File: config.mk
export PLATFORM = sky130hd
export DESIGN_NAME = ak_keyer
export DESIGN_NICKNAME = d
export VERILOG_FILES = /design/src/common/ak_pkg.sv /design/src/common/ak_bit_if.sv /design/src/core/ak_buf2.sv /design/src/core/ak_keyer.sv
export VERILOG_INCLUDE_DIRS = /design/src /design/src/common
export SDC_FILE = /design/constraint.sdc
export NUM_CORES = 1
export LEC_CHECK = 0
export ABC_AREA = 1
export BUFFER_PORTS_ARGS = -buffer_cell sky130_fd_sc_hd__buf_2
export CAP_MARGIN = 20
export CELL_PAD_IN_SITES_DETAIL_PLACEMENT = 1
export CELL_PAD_IN_SITES_GLOBAL_PLACEMENT = 1
export CORE_ASPECT_RATIO = 1.4
export CORE_MARGIN = 3
export CORE_UTILIZATION = 40
export DETAILED_ROUTE_END_ITERATION = 6
export GPL_ROUTABILITY_DRIVEN = 1
export PLACE_DENSITY_LB_ADDON = 0.1
export SLEW_MARGIN = 20
export SYNTH_ARGS = -nofsm -noshare
export SYNTH_HDL_FRONTEND = slang
export SYNTH_SLANG_ARGS = --single-unit
File: constraint.sdc
create_clock -name clk_in -period 2.1 [get_ports clk_in]
set_input_delay 0 -clock clk_in [delete_from_list [all_inputs] [get_ports clk_in]]
set_output_delay 0 -clock clk_in [all_outputs]
set_load 0.1 [all_outputs]
File: src/common/ak_params.svh
/*
 Timing constants and buffer shape for the ASK/FSK keying sequencer.
 Assumes a 250 MHz core clock; cycle counts derive from the times below.
*/
// Summary of operation
// - finish reference oscillator warm-up before keying any data bit
// - ask mode: frequency key held high, amplitude key follows the bit stream
// - fsk warm-up: frequency key high, amplitude key low until lock
// - fsk keying: frequency key follows the bit stream, amplitude key high
// - battery level may be checked with an 8 bit converter before sending
// - each frame starts with synthesizer enabled about 1..3 ms, amplifier off
// - when idle drive power-down, amplitude and frequency key lines all low
`ifndef AK_PARAMS_SVH
`define AK_PARAMS_SVH
`define AK_CLK_MHZ     250
`define AK_STARTUP_US  2000
`define AK_STARTUP_CYC (`AK_STARTUP_US * `AK_CLK_MHZ)
`define AK_BIT_US      500
`define AK_BIT_CYC     (`AK_BIT_US * `AK_CLK_MHZ)
`define AK_ADC_W       8
`define AK_BUF_DEPTH   2
`define AK_BUF_W       2
`endif

File: src/common/ak_pkg.sv
/*
 Types shared by the keying sequencer and the transmitter model.
 Assumes nothing beyond a SystemVerilog compiler.
*/
package ak_pkg;
	typedef enum logic [1:0] {
		AK_IDLE = 2'h0,
		AK_WARM = 2'h1,
		AK_KEY  = 2'h2
	} ak_state_type;
	typedef enum logic {
		AK_MODE_ASK = 1'h0,
		AK_MODE_FSK = 1'h1
	} ak_mode_type;
endpackage

File: src/common/ak_bit_if.sv
/*
 Valid/ready carrier for coded bits between the sequencer and its buffer.
 Assumes both ends share one clock.
*/
`timescale 1ns/1ps
`default_nettype none
interface ak_bit_if #(parameter int W = 2);
	logic         valid;
	logic         ready;
	logic [W-1:0] data;
	modport src (output valid, output data, input ready);
	modport snk (input valid, input data, output ready);
endinterface
`default_nettype wire

File: src/core/ak_buf2.sv
/*
 Small FIFO for coded bits; entries are registers, read data is muxed from them without a register.
 Assumes DEPTH is a power of two so pointers wrap by overflow.
*/
`timescale 1ns/1ps
`default_nettype none
module ak_buf2 #(
	parameter int W     = 2,
	parameter int DEPTH = 2
) (
	input  wire logic clk_in,
	input  wire logic nrst_in,
	ak_bit_if.snk     in_if,
	ak_bit_if.src     out_if
);
	localparam int AW = (DEPTH > 1) ? $clog2(DEPTH) : 1;
	logic [W-1:0]  mem_q [DEPTH];
	logic [AW-1:0] wp_q;
	logic [AW-1:0] rp_q;
	logic [AW:0]   cnt_q;
	wire           push = in_if.valid & in_if.ready;
	wire           pop  = out_if.valid & out_if.ready;

	assign in_if.ready  = (cnt_q != AW'(0) + (AW+1)'(DEPTH)) ? 1'b1 : 1'b0;
	assign out_if.valid = (cnt_q != '0);
	assign out_if.data  = mem_q[rp_q];

	for (genvar g = 0; g < DEPTH; g++) begin : g_ent
		always_ff @(posedge clk_in or negedge nrst_in) begin
			if (!nrst_in)
				mem_q[g] <= '0;
			else if (push && wp_q == AW'(g))
				mem_q[g] <= in_if.data;
		end
	end

	always_ff @(posedge clk_in or negedge nrst_in) begin
		if (!nrst_in) begin
			wp_q  <= '0;
			rp_q  <= '0;
			cnt_q <= '0;
		end else begin
			if (push)
				wp_q <= wp_q + 1'b1;
			if (pop)
				rp_q <= rp_q + 1'b1;
			cnt_q <= cnt_q + (AW+1)'(push) - (AW+1)'(pop);
		end
	end
endmodule
`default_nettype wire

File: src/core/ak_keyer.sv
/*
 Host-side keying sequencer for a 433 MHz ASK/FSK transmitter.
 Drives the power-down, amplitude-key and frequency-key pins; takes coded
 bits from user logic on the same clock through a two-entry buffer.
*/
`timescale 1ns/1ps
`default_nettype none
`include "ak_params.svh"
module ak_keyer #(
	parameter int STARTUP_CYC = `AK_STARTUP_CYC,
	parameter int BIT_CYC     = `AK_BIT_CYC
) (
	input  wire logic                 clk_in,
	input  wire logic                 nrst_in,
	input  wire logic                 start_in,
	input  wire ak_pkg::ak_mode_type  mode_in,
	input  wire logic [`AK_ADC_W-1:0] batt_level_in,
	input  wire logic [`AK_ADC_W-1:0] batt_min_in,
	input  wire logic                 bit_valid_in,
	input  wire logic                 bit_data_in,
	input  wire logic                 bit_last_in,
	output logic                      bit_ready_out,
	output logic                      busy_out,
	output logic                      done_out,
	output logic                      underrun_out,
	output logic                      low_batt_out,
	output logic                      power_down_line_out,
	output logic                      amp_key_line_out,
	output logic                      freq_key_line_out
);
	import ak_pkg::*;

	// pin levels as {power_down, amp_key, freq_key}
	function automatic logic [2:0] lines_for(ak_state_type st, ak_mode_type md, logic b);
		logic [2:0] l;
		l = 3'h0;
		case (st)
			AK_WARM: l = 3'h5;
			AK_KEY:  l = (md == AK_MODE_ASK) ? {1'b1, b, 1'b1} : {1'b1, 1'b1, b};
			default: l = 3'h0;
		endcase
		return l;
	endfunction

	ak_bit_if #(.W(`AK_BUF_W)) up_if ();
	ak_bit_if #(.W(`AK_BUF_W)) dn_if ();

	ak_buf2 #(
		.W     (`AK_BUF_W),
		.DEPTH (`AK_BUF_DEPTH)
	) u_buf (
		.clk_in  (clk_in),
		.nrst_in (nrst_in),
		.in_if   (up_if),
		.out_if  (dn_if)
	);

	ak_state_type state_q;
	ak_state_type state_d;
	ak_mode_type  mode_q;
	logic [31:0]  cnt_q;
	logic [31:0]  cnt_d;
	logic         bit_q;
	logic         bit_d;
	logic         last_q;
	logic [2:0]   lines_q;
	logic         done_q;
	logic         under_q;
	logic         lowb_q;

	wire batt_low   = (batt_level_in < batt_min_in);
	wire start_ok   = (state_q == AK_IDLE) && start_in && !batt_low;
	wire start_bad  = (state_q == AK_IDLE) && start_in && batt_low;
	wire warm_end   = (state_q == AK_WARM) && (cnt_q == 32'(STARTUP_CYC - 1));
	wire cell_end   = (state_q == AK_KEY) && (cnt_q == 32'(BIT_CYC - 1));
	// warm-up simply stretches while no bit is queued, never keys early
	wire take       = dn_if.valid && (warm_end || (cell_end && !last_q));
	wire frame_done = cell_end && last_q;
	wire starve     = cell_end && !last_q && !dn_if.valid;
	wire [2:0] lines_d = lines_for(state_d, (state_q == AK_IDLE) ? mode_in : mode_q, bit_d);

	assign up_if.valid = bit_valid_in;
	assign up_if.data  = {bit_last_in, bit_data_in};
	assign dn_if.ready = take;
	assign bit_ready_out = up_if.ready;

	assign state_d = start_ok               ? AK_WARM :
	                 take                   ? AK_KEY  :
	                 (frame_done || starve) ? AK_IDLE : state_q;
	assign cnt_d   = (start_ok || take) ? 32'h0 :
	                 (state_d != state_q) ? 32'h0 :
	                 (state_q == AK_WARM && cnt_q == 32'(STARTUP_CYC - 1)) ? cnt_q :
	                 cnt_q + 32'h1;
	assign bit_d   = take ? dn_if.data[0] : (state_d == AK_KEY) ? bit_q : 1'b0;

	always_ff @(posedge clk_in or negedge nrst_in) begin
		if (!nrst_in) begin
			state_q <= AK_IDLE;
			cnt_q   <= 32'h0;
			bit_q   <= 1'b0;
			last_q  <= 1'b0;
		end else begin
			state_q <= state_d;
			cnt_q   <= cnt_d;
			bit_q   <= bit_d;
			last_q  <= take ? dn_if.data[1] : last_q;
		end
	end

	always_ff @(posedge clk_in or negedge nrst_in) begin
		if (!nrst_in)
			mode_q <= AK_MODE_ASK;
		else if (start_ok)
			mode_q <= mode_in;
	end

	// pins come from flops so no decode glitch reaches the transmitter inputs
	always_ff @(posedge clk_in or negedge nrst_in) begin
		if (!nrst_in)
			lines_q <= 3'h0;
		else
			lines_q <= lines_d;
	end

	always_ff @(posedge clk_in or negedge nrst_in) begin
		if (!nrst_in) begin
			done_q  <= 1'b0;
			under_q <= 1'b0;
			lowb_q  <= 1'b0;
		end else begin
			done_q  <= frame_done;
			under_q <= starve;
			lowb_q  <= start_bad;
		end
	end

	// power-down pin held high the whole frame so the synthesizer never drops
	assign power_down_line_out = lines_q[2];
	assign amp_key_line_out    = lines_q[1];
	assign freq_key_line_out   = lines_q[0];
	assign busy_out            = (state_q != AK_IDLE);
	assign done_out            = done_q;
	assign underrun_out        = under_q;
	assign low_batt_out        = lowb_q;
endmodule
`default_nettype wire
# Word level (Yosys, flattened, before mapping)
# Cells that the tools add are included.
dict set report op_classes {
  n_mux 15
  n_mul 0
  addsub 5
  eq_ne 9
  n_div 0
  shifts 0
  magnitude_cmp 2
  n_reduce_logical 20
  bitwise 4
}
# cell count
set ops {}
lappend ops {{2-to-1 mux 32 bit} 3}
lappend ops {{adder 32 x 1 -> 32 bit (second input constant)} 1}
lappend ops {{== test 32 x 17 -> 1 bit (second input constant)} 1}
lappend ops {{== test 32 x 19 -> 1 bit (second input constant)} 1}
lappend ops {{2-to-1 mux 2 bit} 7}
lappend ops {{logical AND 1 bit} 11}
lappend ops {{< comparator 8 bit} 1}
lappend ops {{case mux 3 bit (2 select lines)} 1}
lappend ops {{== test 2 x 1 -> 1 bit (second input constant)} 2}
lappend ops {{== test 2 bit (second input constant)} 2}
lappend ops {{2-to-1 mux 1 bit} 4}
lappend ops {{nonzero test 2 bit} 2}
lappend ops {{zero test 1 bit} 3}
lappend ops {{logical OR 1 bit} 3}
lappend ops {{!= test 3 x 1 -> 1 bit (second input constant)} 1}
lappend ops {{adder 1 bit (second input constant)} 2}
lappend ops {{adder 2 x 1 -> 2 bit} 1}
lappend ops {{bitwise AND 1 bit} 2}
lappend ops {{>= comparator 2 bit (second input constant)} 1}
lappend ops {{zero test 2 bit} 1}
lappend ops {{!= test 2 bit} 1}
lappend ops {{!= test 2 bit (second input constant)} 1}
lappend ops {{inverter 1 -> 2 bit} 1}
lappend ops {{subtractor 2 x 1 -> 2 bit} 1}
lappend ops {{inverter 1 bit} 1}
dict set report totals {
  memories 0
  output_inout_bits 8
  wordCells 69
  input_bits 23
  ramBits 0
  latchBits 0
  rom_bits 0
  ff_bits 51
}

# Logic depth before layout (Yosys ltp)
dict set report logic_depth {
  word_depth 13
  mapped_depth 17
}

# Modules after synthesis
# From an unflattened synthesis, not the netlist that was laid out.
dict set report hier_totals {
  cells_unflattened 437
  area_unflattened_um2 3368.2
}
# mod instances seq_area_each_um2 cells_per_inst area_each_um2
set by_module_without_submodules {}
lappend by_module_without_submodules {ak_keyer 1 1076.0 382 2912.8}
lappend by_module_without_submodules {ak_buf2 1 200.2 55 455.4}

# Worst setup path before layout
# Ideal clock, no wire load.
dict set report synth_path {
  kind {reg-to-reg}
  startpoint {register cnt_q[7]}
  endpoint {register lines_q[0]}
  path_slack_ns 0.156
  period_less_slack_ns 1.944
  setup_ns 0.065
  t_required_ns 2.035
  stages_incl_launch_ff 14
  t_arrival_ns 1.879
  n_path_buf 0
  path_cell_list {dfrtp_1 > nor2_1 > and2_1 > nand2_1 > nor2_2 > nand3_2 > nand2_1 > nand2_2 > a21boi_2 > inv_1 > ha_1 > nor2_1 > nand2_1 > nand2_1}
}
dict set report synth_between {
  elab_chain_len 13
  elab_cells_between_ends 19
  classes_between {4 x eq/ne; 7 x mux; 8 x reduce/logical}
}
# element line
set synth_rtl {}
lappend synth_rtl {{from (decl)} ak_keyer.sv:61} ;# logic [31:0] cnt_q;
lappend synth_rtl {{from (signal assigned)} ak_keyer.sv:104} ;# cnt_q <= cnt_d;
lappend synth_rtl {{== test 32 x 17 -> 1 bit} ak_keyer.sv:75} ;# wire cell_end = (state_q == AK_KEY) && (cnt_q == 32'(BIT_CYC - 1));
lappend synth_rtl {{logical AND 1 bit} ak_keyer.sv:75}
lappend synth_rtl {{logical AND 1 bit} {ak_keyer.sv:77, ak_keyer.sv:79}}
lappend synth_rtl {{logical AND 1 bit} ak_keyer.sv:79} ;# wire starve = cell_end && !last_q && !dn_if.valid;
lappend synth_rtl {{logical OR 1 bit} ak_keyer.sv:89} ;# (frame_done || starve) ? AK_IDLE : state_q;
lappend synth_rtl {{2-to-1 mux 2 bit} ak_keyer.sv:89}
lappend synth_rtl {{2-to-1 mux 2 bit (*)} ak_keyer.sv:88} ;# take ? AK_KEY :
lappend synth_rtl {{2-to-1 mux 2 bit (*)} ak_keyer.sv:87} ;# assign state_d = start_ok ? AK_WARM :
lappend synth_rtl {{net state_d[0]} ak_keyer.sv:59} ;# ak_state_type state_d;
lappend synth_rtl {{== test 2 bit} {ak_keyer.sv:37, ak_keyer.sv:94}}
lappend synth_rtl {{2-to-1 mux 1 bit (2 in series)} ak_keyer.sv:94} ;# assign bit_d = take ? dn_if.data[0] : (state_d == AK_KEY) ? bit_q : 1'b0;
lappend synth_rtl {{2-to-1 mux 2 bit} ak_keyer.sv:39} ;# AK_KEY: l = (md == AK_MODE_ASK) ? {1'b1, b, 1'b1} : {1'b1, 1'b1, b};
lappend synth_rtl {{case mux 3 bit (2 select lines) (*)} ak_keyer.sv:37} ;# case (st)
lappend synth_rtl {{net lines_d[0]} ak_keyer.sv:80} ;# wire [2:0] lines_d = lines_for(state_d, (state_q == AK_IDLE) ? mode_in : mode_q, bit_d);
lappend synth_rtl {{to (signal assigned)} ak_keyer.sv:122} ;# lines_q <= lines_d;
lappend synth_rtl {{to (decl)} ak_keyer.sv:66} ;# logic [2:0] lines_q;
# The timed path passes the listed nets; every way through them passes the cells marked *.
# A chain may end at the register's enable or synchronous reset.

# Worst setup path after layout
dict set report layout_path {
  startpoint {register cnt_q[8]}
  endpoint {register u_buf.cnt_q[0]}
}
dict set report layout_between {
  elab_chain_len 7
  elab_cells_between_ends 9
  classes_between {1 x add/sub; 2 x eq/ne; 1 x bitwise; 5 x reduce/logical}
}
# element line
set layout_rtl {}
lappend layout_rtl {{== test 32 x 17 -> 1 bit} ak_keyer.sv:75}
lappend layout_rtl {{logical AND 1 bit} ak_keyer.sv:75}
lappend layout_rtl {{logical AND 1 bit} ak_keyer.sv:77} ;# wire take = dn_if.valid && (warm_end || (cell_end && !last_q));
lappend layout_rtl {{logical OR 1 bit (*)} ak_keyer.sv:77}
lappend layout_rtl {{logical AND 1 bit (*)} ak_keyer.sv:77}
lappend layout_rtl {{bitwise AND 1 bit (*)} ak_buf2.sv:22} ;# wire pop = out_if.valid & out_if.ready;
lappend layout_rtl {{net u_buf.pop} ak_buf2.sv:22}
lappend layout_rtl {{subtractor 2 x 1 -> 2 bit (*)} ak_buf2.sv:47} ;# cnt_q <= cnt_q + (AW+1)'(push) - (AW+1)'(pop);
lappend layout_rtl {{to (signal assigned)} ak_buf2.sv:47}
lappend layout_rtl {{to (decl)} ak_buf2.sv:20} ;# logic [AW:0] cnt_q;
# Marks and branches as above.

==> out/results.ini <==
[clocking]
clkLatencyLatePin_ns = 0.31
numCtsBuffers = 5
cts_root_buffer = clkbuf_8
clockBufferDepth = 2
htreeDepth = 2
clkTransAtPathRegs_ns = 0.10
clock_sinks = 51
cts_tree = yes

[setup_path]
critPathArrivalTime_ns = 2.36
cp_max_fo = 3
critPathLaunch = cnt_q[8]
cp_slowest_cell = dfrtp_1
crit_path_start_kind = flop
cp-end-kind = flop
timing.rr.start = cnt_q[8]
required_ns = 2.31
path_cells = nor2_2 -> nand3_1 -> nor2_1 -> nand3_1 -> nor2_2 -> nand3_2 -> nand2_2 -> nand2_2 -> buf_4 -> inv_1 -> ha_1 -> inv_2 -> ha_2
critPathKind = reg -> reg
slowest_delay_ns = 0.43

[global_route]
use_met3 = 0.0285
grt_max_degree = 28
grt_pass1_wl_um = 15700
antenna_found_initial = 0
first_global_vias = 3426
track_usage = 0.222
grtUsageMet2 = 0.426
busiest_layer = met2
grt.overflow.total = 0
grt_use_met1 = 0.230

[route]
vias = 2995
route.detailed.drc = 0
wl_um = 9140
via_per_inst = 5.03
drtPass1Iterations = 4
drt-initial-drc-count = 88
antenna_left = 0
wl_per_cell_um = 15.4

[run]
maxCapViolCount = 0

[place]
routabilityCongestion = 0.879
dp_hpwl_um = 7130
port_buffers = 30
dpl_cell_area_sq_um = 3650

[run_status]
status = complete, but fails checks
violations = setup timing

[finish]
post-route-cell-area_sq_um = 4020
fill_cells = 961
layout_common_cells = nand2_1, nor2_1, inv_1, dfrtp_1, buf_4
syn2layout_area_growth_pct = 27.2
drive_gt1_frac = 0.289
nets = 532
mostFrequentLayoutCell = nand2_1
diodes = 0

[logic_synthesis]
netlist_area_sq_um = 3160
seq_area_frac_synth = 0.404
ys_ff_latch = 51
synth-edff-count = 0
netlist_instances = 411
synth_top_area_frac = 0.404
yosys.cell_types.count = 34
async_reset_ff_frac = 1.00
ys.flop_type = dfrtp_1
yosysWarnings = 0
synth_area_per_cell_sq_um = 7.69
yosys.area.top_type = dfrtp_1
synth_fp_nets = 446
yosys-top-cells-area = dfrtp_1, nand2_1, nor2_1

[floorplanning]
core_sq_um = 7500
die_x_um = 81.1
die_area_sq_um = 9020
boundaryPins = 31
die-height_um = 111
start_util = 0.421
rows = 37

[timing]
worstMarginPinSlew_ns = 0.585
max_freq_ghz = 0.464
max-slew-margin-rel = 0.610
drv_slew = 0
finalCriticalPeriod_ns = 2.15
setup_ws_ns = -0.0548
finalCritPeriodShare = 1.03
fin_skew_ns = 0.00455
finalHoldViolations = 0
rsz0062_at_grt = yes
setup_viol = 2

[hold_path]
hp-start = batt_level_in[7]
holdCritPathClass = in -> reg

[power]
power_mw = 2.72
p_leak_nw = 2.02
irDropWorstVdd_uv = 453
power.density_nw_per_um2 = 677

cells by family (layout without fill, tap and decap cells):
family,count (synthesis),after routing,synth area share
multiplexers,1,1,0.00317
AO/OA/AOI/OAI,24,24,0.0424
XOR/XNOR,20,20,0.0554
buffers and inverters,66,153,0.0835
adder cells (fa/ha/maj),12,12,0.0475
flip-flops,51,51,0.404
AND/OR/NAND/NOR,237,237,0.364
critical path, delay by kind of cell (launching register included):
kind / cells / cell delay [ns]
simple gates: 8 / 0.88
fa+ha+maj: 2 / 0.48
flops: 1 / 0.43
buf+inv: 3 / 0.25
routing by layer:
layer / share of wire / vias up
met1: 0.38 / 1443
li1: - / 1473
met4: 0.046 / 0
met3: 0.022 / 29
met5: 0 / -
met2: 0.56 / 50
metrics by stage:
stage	hold slack [ns]	setup TNS (ns)	setup WS [ns]	std cells	util
after floorplan	-0.296	0	0.156	411	-
after global placement	0.0344	0	0.0442	566	0.487
after detailed placement	0.0373	-0.118	-0.0507	566	0.487
after CTS	0.195	0	0.000873	591	0.526
after global routing	0.234	-1.00	-0.200	595	0.536
final	0.193	-0.0870	-0.0548	595	0.536
cells in the mapped netlist, drive strengths merged, types with 8 or more instances:
cell type	number
xor2	17
o21ai	11
a21oi	8
nor3	15
nand3	36
nand4	14
inv	63
nor2	75
ha	12
dfrtp	51
nand2	89
worst paths after layout:
check	endpoint	slack (ns)	cells after the start
setup / recovery	u_buf.cnt_q[0]	-0.05	13
hold / removal	low_batt_out	0.19	6
setup reg to reg	u_buf.cnt_q[0]	-0.05	13
hold reg to reg	u_buf.mem_q[1]	0.49	2
max in group asynchronous	bit_q	1.33	3
min in group asynchronous	cnt_q[5]	0.21	2
repair_timing:
item / in CTS / in global routing
endpoints found under the setup margin: 4 / 19
endpoints found under the hold margin: 31 / 0
pin swaps: 6 / 9
setup buffers: 11 / 4
hold buffers: 6 / 0
gates resized for setup: 9 / 15
flip-flops by register name, summed over array words and instances, names as in the netlist, 2 cells and up:
name         cells
cnt_q           32
lines_q          3
state_q          2
u_buf.cnt_q      2
u_buf.mem_q      4
layout make-up:
cell class	count	area [sq um]	area share
timing repair buffer	82	568	0.141
tap	97	121	0.0302
inverter	63	236	0.0588
multi-input combinational	294	1700	0.422
sequential	51	1280	0.318
clock buffer	6	82.6	0.0205
clock inverter	2	35.0	0.00872
power breakdown:
part	internal, mW	leakage, nW	switching, mW	total, mW
clock network	0.386	0.0612	0.347	0.733
registers	1.08	0.681	0.102	1.18
logic	0.269	1.27	0.533	0.803
total	1.74	2.02	0.982	2.72
Power figures use the tool's default switching activity.
